File: src/logic/wit_defs.svh
// constants of the watch and interval timer: offsets, fields, taps, reset values
`ifndef WIT_DEFS_SVH
`define WIT_DEFS_SVH
// register indexes; the byte address is four times the index
`define WIT_IDX_MODE     16'hff6f
`define WIT_IDX_STATUS   16'hff70
`define WIT_IDX_CLEAR    16'hff71
`define WIT_IDX_ENABLE   16'hff72
`define WIT_IDX_BITOP    16'hff73
`define WIT_IDX_COUNT    16'hff74
`define WIT_ADDR_W       18
// reset values
`define WIT_MODE_RESET   8'h00
`define WIT_EN_RESET     2'h0
// status, clear and enable layout
`define WIT_EV_WATCH     0
`define WIT_EV_INTV      1
// single-bit write register: value bit and bit-number field
`define WIT_BITOP_VAL    3
`define WIT_BITOP_POS_HI 2
// high-speed clock divider, 128 = 2^7
`define WIT_DIV_W        7
// prescaler and counter widths and taps
`define WIT_PRE_W        11
`define WIT_CNT_W        5
`define WIT_TAP_COUNT    9
`define WIT_TAP_W5       5
`define WIT_TAP_W4       4
`define WIT_TAP_IBASE    4'h4
// counter values that end a 2^14 or 2^13 watch period
`define WIT_CNT_LAST     5'h1f
`define WIT_CNT_HALF     4'hf
// bus answers
`define WIT_RESP_OKAY    2'h0
`define WIT_RESP_DECERR  2'h3
`endif

File: src/logic/wit_pkg.sv
// types of the watch and interval timer
package wit_pkg;
   // mode register, bit 7 down to bit 0
   typedef struct packed {
      logic       count_clock_select;
      logic [2:0] interval_select;
      logic [1:0] watch_period_select;
      logic       counter_run;
      logic       operation_enable;
   } wit_mode_t;
   // one register write
   typedef struct packed {
      logic [17:0] addr;
      logic [31:0] data;
      logic [3:0]  strb;
   } wit_wreq_t;
   // one register read answer
   typedef struct packed {
      logic [31:0] data;
      logic        ok;
   } wit_rresp_t;
   // bus slave state
   typedef struct packed {
      logic        aw_have;
      logic        awrdy;
      logic [17:0] awaddr;
      logic        w_have;
      logic        wrdy;
      logic [31:0] wdata;
      logic [3:0]  wstrb;
      logic        bvalid;
      logic [1:0]  bresp;
      logic        ardy;
      logic        rvalid;
      logic [1:0]  rresp;
      logic [31:0] rdata;
   } wit_axs_t;
   // timer core state
   typedef struct packed {
      wit_mode_t   mode;
      logic [6:0]  div;
      logic [10:0] pre;
      logic [4:0]  cnt;
      logic [1:0]  status;
      logic [1:0]  irq_en;
      logic        watch_p;
      logic        intv_p;
      logic        irq;
   } wit_core_t;
   // synchroniser state
   typedef struct packed {
      logic [2:0] sh;
   } wit_sync_t;
endpackage

File: src/logic/wit_axil.sv
// axi4-lite slave front end: one write and one read at a time
`timescale 1ns/1ps
`default_nettype none
module wit_axil
   import wit_pkg::*;
(
   input  wire logic        i_clock,
   input  wire logic        i_srst,
   input  wire logic [17:0] i_awaddr,
   input  wire logic        i_awvalid,
   input  wire logic [31:0] i_wdata,
   input  wire logic [3:0]  i_wstrb,
   input  wire logic        i_wvalid,
   input  wire logic        i_bready,
   input  wire logic [17:0] i_araddr,
   input  wire logic        i_arvalid,
   input  wire logic        i_rready,
   output var  wit_axs_t    o_st,
   output var  logic        o_wr_valid,
   output var  wit_wreq_t   o_wr,
   input  wire logic        i_wr_ok,
   output var  logic        o_rd_valid,
   output var  logic [17:0] o_rd_addr,
   input  wire wit_rresp_t  i_rd
);
`include "wit_defs.svh"
   wit_axs_t s_r;
   wit_axs_t s_nxt;

   // write fires once both halves are held and the last answer is gone
   assign o_wr_valid = s_r.aw_have & s_r.w_have & ~s_r.bvalid;
   assign o_wr       = '{addr: s_r.awaddr, data: s_r.wdata, strb: s_r.wstrb};
   assign o_rd_valid = i_arvalid & s_r.ardy;
   assign o_rd_addr  = i_araddr;
   assign o_st       = s_r;

   // address and data are taken in either order
   always_comb
   begin
      s_nxt = s_r;
      if (i_awvalid && s_r.awrdy)
      begin
         s_nxt.aw_have = 1'b1;
         s_nxt.awaddr  = i_awaddr;
      end
      if (i_wvalid && s_r.wrdy)
      begin
         s_nxt.w_have = 1'b1;
         s_nxt.wdata  = i_wdata;
         s_nxt.wstrb  = i_wstrb;
      end
      if (s_r.bvalid && i_bready)
         s_nxt.bvalid = 1'b0;
      if (o_wr_valid)
      begin
         s_nxt.bvalid  = 1'b1;
         s_nxt.bresp   = i_wr_ok ? `WIT_RESP_OKAY : `WIT_RESP_DECERR;
         s_nxt.aw_have = 1'b0;
         s_nxt.w_have  = 1'b0;
      end
      if (s_r.rvalid && i_rready)
         s_nxt.rvalid = 1'b0;
      if (o_rd_valid)
      begin
         s_nxt.rvalid = 1'b1;
         s_nxt.rdata  = i_rd.data;
         s_nxt.rresp  = i_rd.ok ? `WIT_RESP_OKAY : `WIT_RESP_DECERR;
      end
      // readies are kept as flops so the ports come straight from registers
      s_nxt.awrdy = ~s_nxt.aw_have;
      s_nxt.wrdy  = ~s_nxt.w_have;
      s_nxt.ardy  = ~s_nxt.rvalid;
   end

   always_ff @(posedge i_clock)
   begin
      if (i_srst)
         s_r <= '0;
      else
         s_r <= s_nxt;
   end
endmodule
`default_nettype wire

File: src/logic/wit_sync.sv
// two-flop synchroniser with rising-edge pulse
`timescale 1ns/1ps
`default_nettype none
module wit_sync
   import wit_pkg::*;
(
   input  wire logic i_clock,
   input  wire logic i_srst,
   input  wire logic i_pin,
   output var  logic o_rise
);
   wit_sync_t s_r;
   wit_sync_t s_nxt;

   // sh[0] is read only by sh[1]; the edge looks at sh[2:1]
   always_comb
   begin
      s_nxt.sh = {s_r.sh[1:0], i_pin};
   end

   always_ff @(posedge i_clock)
   begin
      if (i_srst)
         s_r <= '0;
      else
         s_r <= s_nxt;
   end

   assign o_rise = s_r.sh[1] & ~s_r.sh[2];
endmodule
`default_nettype wire

File: src/logic/wit_top.sv
// watch and interval timer: prescaler, 5-bit counter, mode register, axi4-lite slave
//
// How it works
// - the watch clock is the system clock divided by 128 when count_clock_select is 0, else the subsystem clock.
// - interval_select codes 0 to 7 pick prescaler periods of 2^4 to 2^11 watch-clock cycles for interval_irq.
// - watch_period_select codes 00, 01, 10, 11 give watch_irq periods of 2^14, 2^13, 2^5 and 2^4 cycles.
// - counter_run at 1 lets the 5-bit counter count; at 0 it stops and clears it.
// - operation_enable at 0 stops the block and clears prescaler and counter; at 1 the block runs.
// - watch counting and watch_irq happen only while operation_enable and counter_run are both 1.
// - clearing only counter_run clears the 5-bit counter while the 11-bit prescaler keeps counting.
// - the first watch_irq after a start may be early by up to 2^9 cycles, later ones come at the exact period.
// - interval_irq repeats at its period whenever operation_enable is 1, whatever counter_run is.
// - reset clears the whole mode register to zero.
// - the mode register is read and written as a byte, and single bits can be written alone.
//
// Chosen here: the AXI4-Lite slave port.
`timescale 1ns/1ps
`default_nettype none
module wit_top
   import wit_pkg::*;
(
   input  wire logic        I_CLOCK,
   input  wire logic        I_SRST,
   input  wire logic        I_SUB_CLK,
   input  wire logic [17:0] I_AXI_AWADDR,
   input  wire logic        I_AXI_AWVALID,
   output var  logic        O_AXI_AWREADY,
   input  wire logic [31:0] I_AXI_WDATA,
   input  wire logic [3:0]  I_AXI_WSTRB,
   input  wire logic        I_AXI_WVALID,
   output var  logic        O_AXI_WREADY,
   output var  logic [1:0]  O_AXI_BRESP,
   output var  logic        O_AXI_BVALID,
   input  wire logic        I_AXI_BREADY,
   input  wire logic [17:0] I_AXI_ARADDR,
   input  wire logic        I_AXI_ARVALID,
   output var  logic        O_AXI_ARREADY,
   output var  logic [31:0] O_AXI_RDATA,
   output var  logic [1:0]  O_AXI_RRESP,
   output var  logic        O_AXI_RVALID,
   input  wire logic        I_AXI_RREADY,
   output var  logic        O_WATCH_IRQ,
   output var  logic        O_INTERVAL_IRQ,
   output var  logic        O_IRQ
);
`include "wit_defs.svh"

   wit_core_t   c_r;
   wit_core_t   c_nxt;
   wit_axs_t    axs;
   logic        wr_valid;
   wit_wreq_t   wr;
   logic        wr_ok;
   logic        rd_valid;
   logic [17:0] rd_addr;
   wit_rresp_t  rd;
   logic        sub_rise;
   logic        tick;
   logic [11:0] hit;
   logic [15:0] wr_idx;
   logic [15:0] rd_idx;
   logic        run_watch;
   logic        watch_ev;
   logic [1:0]  clr;
   logic [2:0]  bit_pos;

   // subsystem clock pin, sampled on the system clock
   wit_sync u_sync (
      .i_clock (I_CLOCK),
      .i_srst  (I_SRST),
      .i_pin   (I_SUB_CLK),
      .o_rise  (sub_rise)
   );

   // register bus
   wit_axil u_axil (
      .i_clock    (I_CLOCK),
      .i_srst     (I_SRST),
      .i_awaddr   (I_AXI_AWADDR),
      .i_awvalid  (I_AXI_AWVALID),
      .i_wdata    (I_AXI_WDATA),
      .i_wstrb    (I_AXI_WSTRB),
      .i_wvalid   (I_AXI_WVALID),
      .i_bready   (I_AXI_BREADY),
      .i_araddr   (I_AXI_ARADDR),
      .i_arvalid  (I_AXI_ARVALID),
      .i_rready   (I_AXI_RREADY),
      .o_st       (axs),
      .o_wr_valid (wr_valid),
      .o_wr       (wr),
      .i_wr_ok    (wr_ok),
      .o_rd_valid (rd_valid),
      .o_rd_addr  (rd_addr),
      .i_rd       (rd)
   );

   // word index of each access; the two low address bits are ignored
   assign wr_idx = wr.addr[17:2];
   assign rd_idx = rd_addr[17:2];
   assign bit_pos = wr.data[`WIT_BITOP_POS_HI:0];

   // write decode: unmapped writes answer decerr and change nothing
   always_comb
   begin
      case (wr_idx)
         `WIT_IDX_MODE,
         `WIT_IDX_CLEAR,
         `WIT_IDX_ENABLE,
         `WIT_IDX_BITOP: wr_ok = 1'b1;
         default:        wr_ok = 1'b0;
      endcase
   end

   // read mux; the clear register is write-only and reads zero
   always_comb
   begin
      rd = '{data: 32'h0, ok: 1'b1};
      case (rd_idx)
         `WIT_IDX_MODE:   rd.data = {24'h0, c_r.mode};
         `WIT_IDX_STATUS: rd.data = {30'h0, c_r.status};
         `WIT_IDX_ENABLE: rd.data = {30'h0, c_r.irq_en};
         `WIT_IDX_CLEAR,
         `WIT_IDX_BITOP:  rd.data = 32'h0;
         `WIT_IDX_COUNT:  rd.data = {11'h0, c_r.cnt, 5'h0, c_r.pre};
         default:         rd.ok = 1'b0;
      endcase
   end

   // one watch-clock tick; the divider runs only while enabled so a start
   // always begins a fresh 128-cycle period
   always_comb
   begin
      if (!c_r.mode.operation_enable)
         tick = 1'b0;
      else if (c_r.mode.count_clock_select)
         tick = sub_rise;
      else
         tick = &c_r.div;
   end

   // tap k pulses on the tick that completes 2^k watch-clock cycles
   always_comb
   begin
      hit[0] = tick;
      for (int k = 1; k < 12; k++)
         hit[k] = hit[k-1] & c_r.pre[k-1];
   end

   assign run_watch = c_r.mode.operation_enable & c_r.mode.counter_run;

   // watch period select; the long periods ride on the counter, so the first
   // one after a start may be up to one 2^9 tap early
   always_comb
   begin
      case (c_r.mode.watch_period_select)
         2'b00:   watch_ev = hit[`WIT_TAP_COUNT] & (c_r.cnt == `WIT_CNT_LAST);
         2'b01:   watch_ev = hit[`WIT_TAP_COUNT] & (c_r.cnt[3:0] == `WIT_CNT_HALF);
         2'b10:   watch_ev = hit[`WIT_TAP_W5];
         2'b11:   watch_ev = hit[`WIT_TAP_W4];
         default: watch_ev = 1'b0;
      endcase
   end

   // write-one-to-clear mask for the status bits
   assign clr = (wr_valid && wr_idx == `WIT_IDX_CLEAR && wr.strb[0]) ? wr.data[1:0] : 2'h0;

   // next state of the core
   always_comb
   begin
      c_nxt = c_r;

      // register writes: whole mode byte, one mode bit alone, or the enable bits
      if (wr_valid && wr.strb[0])
      begin
         if (wr_idx == `WIT_IDX_MODE)
            c_nxt.mode = wr.data[7:0];
         if (wr_idx == `WIT_IDX_BITOP)
            c_nxt.mode[bit_pos] = wr.data[`WIT_BITOP_VAL];
         if (wr_idx == `WIT_IDX_ENABLE)
            c_nxt.irq_en = wr.data[1:0];
      end

      // divider and prescaler; a stopped block holds both at zero
      if (!c_r.mode.operation_enable)
      begin
         c_nxt.div = '0;
         c_nxt.pre = '0;
      end
      else
      begin
         c_nxt.div = c_r.div + 7'h1;
         if (tick)
            c_nxt.pre = c_r.pre + 11'h1;
      end

      // the 5-bit counter counts 2^9 taps only while both bits are set
      if (!run_watch)
         c_nxt.cnt = '0;
      else if (hit[`WIT_TAP_COUNT])
         c_nxt.cnt = c_r.cnt + 5'h1;

      // one-cycle interrupt pulses
      c_nxt.intv_p  = hit[`WIT_TAP_IBASE + {1'b0, c_r.mode.interval_select}];
      c_nxt.watch_p = run_watch & watch_ev;

      // sticky status: a new event wins over a clear in the same cycle
      c_nxt.status = c_r.status & ~clr;
      c_nxt.status[`WIT_EV_WATCH] = c_nxt.status[`WIT_EV_WATCH] | c_nxt.watch_p;
      c_nxt.status[`WIT_EV_INTV]  = c_nxt.status[`WIT_EV_INTV] | c_nxt.intv_p;
      c_nxt.irq = |(c_nxt.status & c_nxt.irq_en);
   end

   // core registers; reset leaves the timer stopped with all codes zero
   always_ff @(posedge I_CLOCK)
   begin
      if (I_SRST)
      begin
         c_r        <= '0;
         c_r.mode   <= `WIT_MODE_RESET;
         c_r.irq_en <= `WIT_EN_RESET;
      end
      else
         c_r <= c_nxt;
   end

   // outputs straight from flops
   assign O_AXI_AWREADY  = axs.awrdy;
   assign O_AXI_WREADY   = axs.wrdy;
   assign O_AXI_BRESP    = axs.bresp;
   assign O_AXI_BVALID   = axs.bvalid;
   assign O_AXI_ARREADY  = axs.ardy;
   assign O_AXI_RDATA    = axs.rdata;
   assign O_AXI_RRESP    = axs.rresp;
   assign O_AXI_RVALID   = axs.rvalid;
   assign O_WATCH_IRQ    = c_r.watch_p;
   assign O_INTERVAL_IRQ = c_r.intv_p;
   assign O_IRQ          = c_r.irq;
endmodule
`default_nettype wire

File: config.mk
export PLATFORM = sky130hd
export DESIGN_NAME = wit_top
export DESIGN_NICKNAME = d
export VERILOG_FILES = /design/src/logic/wit_pkg.sv /design/src/logic/wit_axil.sv /design/src/logic/wit_sync.sv /design/src/logic/wit_top.sv
export VERILOG_INCLUDE_DIRS = /design/src /design/src/logic
export SDC_FILE = /design/constraint.sdc
export NUM_CORES = 1
export LEC_CHECK = 0
export BUFFER_PORTS_ARGS = -buffer_cell sky130_fd_sc_hd__clkbuf_2
export CORE_MARGIN = 1.5
export CORE_UTILIZATION = 40
export CTS_BUF_LIST = sky130_fd_sc_hd__clkbuf_16
export DETAILED_ROUTE_END_ITERATION = 10
export GPL_ROUTABILITY_DRIVEN = 0
export PLACE_DENSITY_LB_ADDON = 0.15
export SYNTH_ARGS = -nofsm -noshare
export SYNTH_HDL_FRONTEND = slang
export SYNTH_SLANG_ARGS = --single-unit
File: constraint.sdc
create_clock -name I_CLOCK -period 1.75 [get_ports I_CLOCK]
set_input_delay 0.0875 -clock I_CLOCK [delete_from_list [all_inputs] [get_ports I_CLOCK]]
set_output_delay 0.0875 -clock I_CLOCK [all_outputs]
set_load 0.02 [all_outputs]
-- Word level (Yosys, flattened, before mapping)
Cells that the tools add are included.
- flip-flop bits (word level): 111
- logic and storage cells: 123
- reductions and logical operators: 16
- $lt $le $gt $ge: 3
- bitwise logic cells: 31
- muxes and demuxes: 27
- equality and inequality tests: 15
- add/sub/neg operators: 4
- operator list (operator ; number):
    16-bit equality test (second input constant) ; 10
    21-bit case mux with 4 select lines ; 1
    35-bit two-way mux ; 1
    8-bit two-way mux ; 3
    1-bit AND ; 19
    1-bit two-way mux ; 12
    11-bit by 1-bit adder with 11-bit output (second input constant) ; 1
    2-bit two-way mux ; 5
    8-bit bitwise mux ; 1
    1-bit logical AND ; 8
    7-bit by 1-bit adder with 7-bit output (second input constant) ; 1
    1-bit inverter ; 7
    7-bit AND reduction ; 1
    2-bit OR reduction ; 3
    6-bit OR reduction ; 1
    5-bit by 1-bit adder with 5-bit output (second input constant) ; 1
    5-bit equality test (second input constant) ; 1
    4-bit by 5-bit < comparator with 1-bit output (second input constant) ; 1
    3-bit by 3-bit adder with 4-bit output (first input constant) ; 1
    2-bit AND ; 2
    1-bit binary-select mux with 4-bit select ; 1
    2-bit equality test (second input constant) ; 2
    4-bit equality test (second input constant) ; 1
    3-bit by 4-bit < comparator with 1-bit output (second input constant) ; 1
    other kinds (10) ; 11

-- Depth between registers and ports, before layout
Gate-level depths: netlist (run 1).
- depth after elaboration: 20
- depth in mapped cells: 7
- mapped depth without buffers: 7

-- Cells and area by module
Synthesis (run 1) repeated with hierarchy kept, for this count alone.
- cells, all modules: 759
- area total of the unflattened synthesis: 6453.7 µm²
- by module, submodules not included (module ; seq. area each (µm²) ; instances ; area each (µm²) ; cells an instance):
    wit_axil ; 1901.8 ; 1 ; 4156.5 ; 479
    wit_top ; 760.7 ; 1 ; 2209.6 ; 273
    wit_sync ; 60.1 ; 1 ; 87.6 ; 7

-- Worst setup path before layout (run 1)
Ideal clock, no wire load.
- kind: reg2reg
- from: register u_axil.s_r (netlist bit u_axil.o_st[83])
- to: register c_r (netlist bit O_IRQ)
- setup slack: -0.014 ns
- cell stages (with the launch flop): 6
- setup time: 0.132 ns
- period minus slack after synthesis: 1.764 ns
- data arrival time: 1.632 ns
- required time: 1.618 ns
- cell sequence: dfxtp_1 > or3b_4 > or4_4 > or2_1 > a21oi_2 > o32ai_1
- cells in the longest elaborated chain, start to end: 9
- elaborated cells between the ends (all ways): 13
- RTL lines (element ; line ; text):
    start: declaration ; wit_axil.sv:27 ; wit_axs_t s_r;
    start signal: assignment ; wit_axil.sv:80 ; s_r <= s_nxt;
    16-bit equality test ; n/a ;
    1-bit logical AND (no source line) ; n/a ;
    1-bit logical AND ; wit_top.sv:165 ; assign clr = (wr_valid && wr_idx == `WIT_IDX_CLEAR && wr.strb[0]) ? wr.data[1:0] : 2'h0;
    2-bit two-way mux ; wit_top.sv:165 ;
    2-bit inverter ; wit_top.sv:207 ; c_nxt.status = c_r.status & ~clr;
    2-bit AND ; wit_top.sv:207 ;
    1-bit bitwise OR (on tied branches) ; wit_top.sv:208, wit_top.sv:209 ;
    2-bit AND * ; wit_top.sv:210 ; c_nxt.irq = |(c_nxt.status & c_nxt.irq_en);
    2-bit OR reduction * ; wit_top.sv:210 ;
    end signal: assignment ; wit_top.sv:223 ; c_r <= c_nxt;
    end: declaration ; wit_top.sv:48 ; wit_core_t c_r;
Every way passes the cells marked *; elsewhere a longest branch is shown, timed or not.
A chain may end at the register's enable or synchronous reset.

-- Worst setup path after layout (run 1)
- from: register u_axil.s_r (netlist bit u_axil.o_st[82])
- to: register c_r (netlist bit O_IRQ)
Same word-level chain as after synthesis.

==> flow_summary.json, run 1 <==
{
  "outcome": "complete, but fails checks",
  "violations": "setup timing",
  "worst_r2r_path_depth": 5,
  "synth_edf_count": 0,
  "route.vias.total": 4073,
  "cts_tree": "built",
  "yosysUniqueCellTypes": 57,
  "gr-total-overflow": 0,
  "wl_per_cell_um": 13.6,
  "port_buffers": 76,
  "min_to": "u_axil.o_st[38]",
  "maxCapViolCount": 0,
  "die_area_um2": 11500,
  "final_cells": 790,
  "grt_pass1_wl_um": 17800,
  "cts_made_buffers": 9,
  "layout_common_cells": "80 x nand2_1, 77 x dfxtp_1, 76 x clkbuf_2, 55 x buf_4, 46 x a21oi_1",
  "end_kind": "flip-flop",
  "worstPathArrival_ns": 2.01,
  "postSynthAreaPerCell_um2": 8.28,
  "fin_crit_ns": 1.80,
  "pre_cts_slack_ns": -0.0626,
  "drive_gt1_frac": 0.315,
  "setup_slack_ns": -0.0463,
  "dp.cells": 736,
  "viasPerCell": 5.16,
  "syn_to_final_growth_pct": 33.0,
  "cp_max_fo": 5,
  "hold_viol_final": 0,
  "r2r_setup_slack_ns": -0.05,
  "setup_viol": 4,
  "ys_ff_latch": 91,
  "fill_cells": 1027,
  "dpl_cell_area_um2": 4920,
  "skew_ns": 0.00668,
  "start_util": 0.416,
  "clock.fmax_ghz": 0.557,
  "yosysWarnings": 0,
  "fp-row-count": 37,
  "min_period_over_period": 1.03,
  "synth_area_um2": 4330,
  "synth_area_leader_cell": "dfxtp_1",
  "r2r-end": "O_IRQ",
  "leakagePower_nw": 2.28,
  "drc_errors": 0,
  "clk_latency_ns": 0.34,
  "cts_buffer_depth": 2,
  "irDropWorstVdd_mv": 0.480,
  "design_area_um2": 5760,
  "antenna_left": 0,
  "synthCells": 523,
  "r2r-start": "u_axil.o_st[82]",
  "min_from": "I_AXI_BREADY",
  "post-dp-hpwl_um": 7950,
  "ioPinCount": 124,
  "critPathLaunchType": "flip-flop",
  "ys_seq_area_frac": 0.421,
  "tightest_slew_ns": 0.659,
  "worstHoldPathCells": 3,
  "clk_pin_slew_ns": 0.06,
  "yosysTopAreaCellShare": 0.421,
  "drtPass1Iterations": 4,
  "core_um2": 10400,
  "grt_pass1_vias": 3861,
  "synthTopCellsByArea": "dfxtp_1 42%, nand2_1 7.1%, buf_4 6.2%",
  "grt_max_degree": 27,
  "ys.flop_type": "dfxtp_1",
  "dr.first_iter.drc_count": 169,
  "hold_ws_ns": 0.0115,
  "total_power_mw": 4.38,
  "antenna_cells": 0,
  "layout_commonest_cell": "nand2_1",
  "timing.slew.headroom": 0.560,
  "clock-root-buffer": "clkbuf_16",
  "wirelength_um": 10800,
  "chipHeight_um": 107,
  "rsz0062_at_grt": "true",
  "cts.sinks": 91,
  "powerDensity_nw_per_um2": 760,
  "antenna_found_initial": 0,
  "die_x_um": 107,
  "crit_type": "reg2reg",
  "min_path_type": "in2reg",
  "async_reset_ff_frac": 0,
  "nNetsFinal": 733,
  "slew_violations": 0,
  "htree_levels": 3,
  "grt_usage": 0.192,
  "required_ns": 1.96
}
[metrics by stage]
step / utilization / setup TNS (ns)
final: 0.553 / -0.105
after global routing: 0.553 / -0.612
after CTS: 0.527 / -0.170
after detailed placement: 0.472 / -0.219
after global placement: 0.472 / -0.0660
after floorplan: - / -0.0139
[worst max path at each step]
| stage | start | cells after the start | slack, ns | endpoint |
|---|---|---|---|---|
| after floorplan | u_axil.o_st[83] | 5 | -0.01 | O_IRQ |
| final | u_axil.o_st[82] | 5 | -0.05 | O_IRQ |
| after CTS | c_r[23] | 7 | -0.07 | c_r[22] |
| after detailed placement | c_r[23] | 7 | -0.06 | c_r[22] |
| after global placement | u_axil.o_st[89] | 6 | -0.04 | c_r[30] |
| after global routing | u_axil.o_st[90] | 6 | -0.12 | O_IRQ |
[metal layers]
layer	routed length, µm	GRT usage	vias to the layer above
met2	5280	0.328	94
met1	4820	0.246	1933
met3	495	0.0274	12
li1	-	-	2034
met4	168	0.0695	0
met5	0	0	-
[synthesized netlist by cell type (all sizes together), types with 3 or more instances]
cell type and number:
nand3b 5, xor2 7, dfxtp 91, and2 6, nor4 6, o211ai 5
o32ai 3, inv 11, nor3 12, clkbuf 20, nor2b 4, mux2i 8
a221oi 7, ha 4, buf 41, nor2 40, nand2 82, or3 4
a31oi 6, a21oi 49, o21ai 16, nand4 11, or4 3, and3 11
nand3 27, nand2b 8, xnor2 7, o31ai 3
[cells by family after synthesis]
family / after synthesis / synth area share
flops: 91 / 0.421
buf+inv: 72 / 0.0948
mux: 8 / 0.0185
fa+ha+maj: 4 / 0.0116
simple gates: 229 / 0.273
other cells: 1 / 0.000866
compound gates: 104 / 0.153
xor+xnor: 14 / 0.0283
[layout make-up]
class | count | area, µm² | area share
Tap cell | 136 | 170 | 0.0295
Clock buffer | 9 | 225 | 0.0391
Timing Repair Buffer | 161 | 1110 | 0.192
Clock inverter | 7 | 45.0 | 0.00782
Multi-Input combinational cell | 375 | 2330 | 0.405
Sequential cell | 91 | 1840 | 0.319
Inverter | 11 | 41.3 | 0.00717
[worst max-delay path, cell delays in order, from the launching register on]
cell and delay, ns:
dfxtp_1 0.31, or3b_4 0.42, or4_4 0.45, or2_1 0.24, a21oi_2 0.15, o32ai_1 0.10
[timing repair]
action	CTS	global route
hold buffers	26	0
hold endpoints to repair	26	0
resized for setup	11	44
endpoints found under the setup margin	5	21
buffers inserted	2	10
pin swaps	6	17
[registers in the layout (all words and copies together), names as in the netlist]
signal          flops
u_axil.o_st        50
O_IRQ               1
c_r                35
u_sync.s_r          3
O_INTERVAL_IRQ      1
O_WATCH_IRQ         1
[where the power goes]
part	switching [mW]	leakage [nW]	total, mW	internal [mW]
logic	0.240	1.41	0.429	0.189
clock network	0.801	0.126	1.76	0.954
registers	0.0519	0.746	2.19	2.14
(Power assumes the default switching activity.)
==> run 2, diff against run 1 <==
--- a/config.mk
+++ b/config.mk
@@ -13,6 +13,7 @@
 export DETAILED_ROUTE_END_ITERATION = 10
 export GPL_ROUTABILITY_DRIVEN = 0
 export PLACE_DENSITY_LB_ADDON = 0.15
+export SKIP_CTS_REPAIR_TIMING = 1
 export SYNTH_ARGS = -nofsm -noshare
 export SYNTH_HDL_FRONTEND = slang
 export SYNTH_SLANG_ARGS = --single-unit
==> run 2 against run 1 <==
The run ends with hold timing, setup timing left. Sequential power hardly changed. Die area stayed put. First-iteration DRC count is 21% higher. Largest power group unchanged.
==> flow_summary.json, run 2 (same netlist as run 1, synthesis figures left out) <==
{
  "outcome": "complete, but fails checks",
  "violations": "hold timing, setup timing",
  "startpoint": "c_r[24]",
  "antenna_cells": 0,
  "chipHeight_um": 107,
  "maxCapViolCount": 0,
  "fp-row-count": 37,
  "worstPathArrival_ns": 2.11,
  "setup_viol": 4,
  "clock-root-buffer": "clkbuf_16",
  "min_to": "u_axil.o_st[86]",
  "layout_commonest_cell": "dfxtp_1",
  "syn_to_final_growth_pct": 31.4,
  "end_kind": "flip-flop",
  "crit_chain": "ha_4, nand2_4, buf_6, o31ai_4, nand4_4, or4_4, a21oi_2",
  "grt_max_degree": 27,
  "antenna_found_initial": 0,
  "required_ns": 2.01,
  "grt_usage": 0.185,
  "cts.sinks": 91,
  "drc_errors": 0,
  "critical-path-top-delay-family": "simple AND/OR/NAND/NOR gates",
  "skew_ns": 0.00656,
  "drive_gt1_frac": 0.310,
  "crit_type": "reg2reg",
  "irDropWorstVdd_mv": 0.462,
  "final-seq-area_um2": 1830,
  "top_layer": "met4",
  "gr-total-overflow": 0,
  "fin_tns_setup_ns": -0.285,
  "critPathLaunchType": "flip-flop",
  "cp_max_fo": 4,
  "cp_slowest_stage_delay_ns": 0.50,
  "setup_slack_ns": -0.102,
  "min_period_over_period": 1.06,
  "layout_common_cells": "81 x dfxtp_1, 79 x nand2_1, 76 x clkbuf_2, 56 x buf_4, 47 x a21oi_1",
  "leakagePower_nw": 2.26,
  "dr.first_iter.drc_count": 204,
  "min_from": "I_AXI_AWADDR[9]",
  "dpl_cell_area_um2": 4920,
  "timing.slew.headroom": 0.561,
  "port_buffers": 76,
  "multi_input_area_um2": 2330,
  "r2r-start": "c_r[24]",
  "htree_levels": 3,
  "wl_met3_um": 488,
  "cts_made_buffers": 9,
  "hold_ws_ns": -0.0261,
  "worstHoldPathCells": 3,
  "drtPass1Iterations": 5,
  "largest_register_ffs": 50,
  "wirelength_um": 10800,
  "tightest_slew_ns": 0.656,
  "die_area_um2": 11500,
  "dp.cells": 736,
  "critPathBufInv": 1,
  "cts_buffer_depth": 2,
  "clk_latency_ns": 0.34,
  "final_cells": 785,
  "route.vias.total": 4068,
  "wl_per_cell_um": 13.7,
  "r2r_setup_slack_ns": -0.10,
  "worst_r2r_path_depth": 7,
  "cts_tree": "built",
  "antenna_left": 0,
  "r2r-end": "c_r[22]",
  "ioPinCount": 124,
  "slew_violations": 0,
  "grt_pass1_vias": 3661,
  "rsz0062_at_grt": "true",
  "hold_viol_final": 5,
  "wl_met2_um": 5250,
  "clock.fmax_ghz": 0.540,
  "crit_slowest_cell": "or4_4",
  "design_area_um2": 5690,
  "viasPerCell": 5.18,
  "wl_met1_um": 4880,
  "crit_cells": 7,
  "fin_crit_ns": 1.85,
  "min_path_type": "in2reg",
  "core_um2": 10400,
  "fill_cells": 1040,
  "start_util": 0.416,
  "die_x_um": 107,
  "powerDensity_nw_per_um2": 767,
  "post-dp-hpwl_um": 7950,
  "nNetsFinal": 728,
  "grt_pass1_wl_um": 17100,
  "clk_pin_slew_ns": 0.07
}
## run 2: changes by cell type in the layout (fill, tap and decap cells not counted), sizes merged
cell	previous run	this run
dlygate4sd3	26	21
## run 2: final cells by class
cell class                 instances  share of cell area
tap                              136              0.0299
sequential                        91               0.322
clock inverter                     7             0.00792
timing repair buffer             156               0.184
inverter                          11             0.00726
clock buffer                       9              0.0396
multi-input combinational        375               0.409
## run 2: worst reg2reg max path, delay by kind of cell (launching register included)
kind	cells	cell delay, ns
fa+ha+maj	1	0.15
buf+inv	1	0.12
compound gates	2	0.44
flops	1	0.35
simple gates	3	0.70
## run 2: how the worst max path moves through the flow
stage               endpoint  slack (ns)
global placement     c_r[30]       -0.04
finish               c_r[22]       -0.10
global route         c_r[22]       -0.19
detailed placement   c_r[22]       -0.06
floorplan              O_IRQ       -0.01
CTS                  c_r[22]       -0.08
## run 2: power by group
group	internal (mW)	total [mW]	leakage, nW	switching [mW]
logic	0.183	0.422	1.39	0.239
clock network	0.954	1.75	0.126	0.797
registers	2.14	2.19	0.744	0.0532
## run 2: per-layer routing
metal	GRT usage	vias to the layer above
li1	-	2024
met1	0.244	1921
met2	0.306	112
met3	0.0274	11
met4	0.0695	0
met5	0	-
## run 2: stage by stage
stage,hold slack [ns],setup slack [ns],power [mW],util
2_1_floorplan,0.216,-0.0139,2.50,-
3_3_place_gp,0.311,-0.0383,2.60,0.472
3_5_place_dp,0.310,-0.0626,2.61,0.472
4_1_cts,-0.0408,-0.0781,4.36,0.498
5_1_grt,0.0152,-0.187,4.56,0.546
6_report,-0.0261,-0.102,4.36,0.546
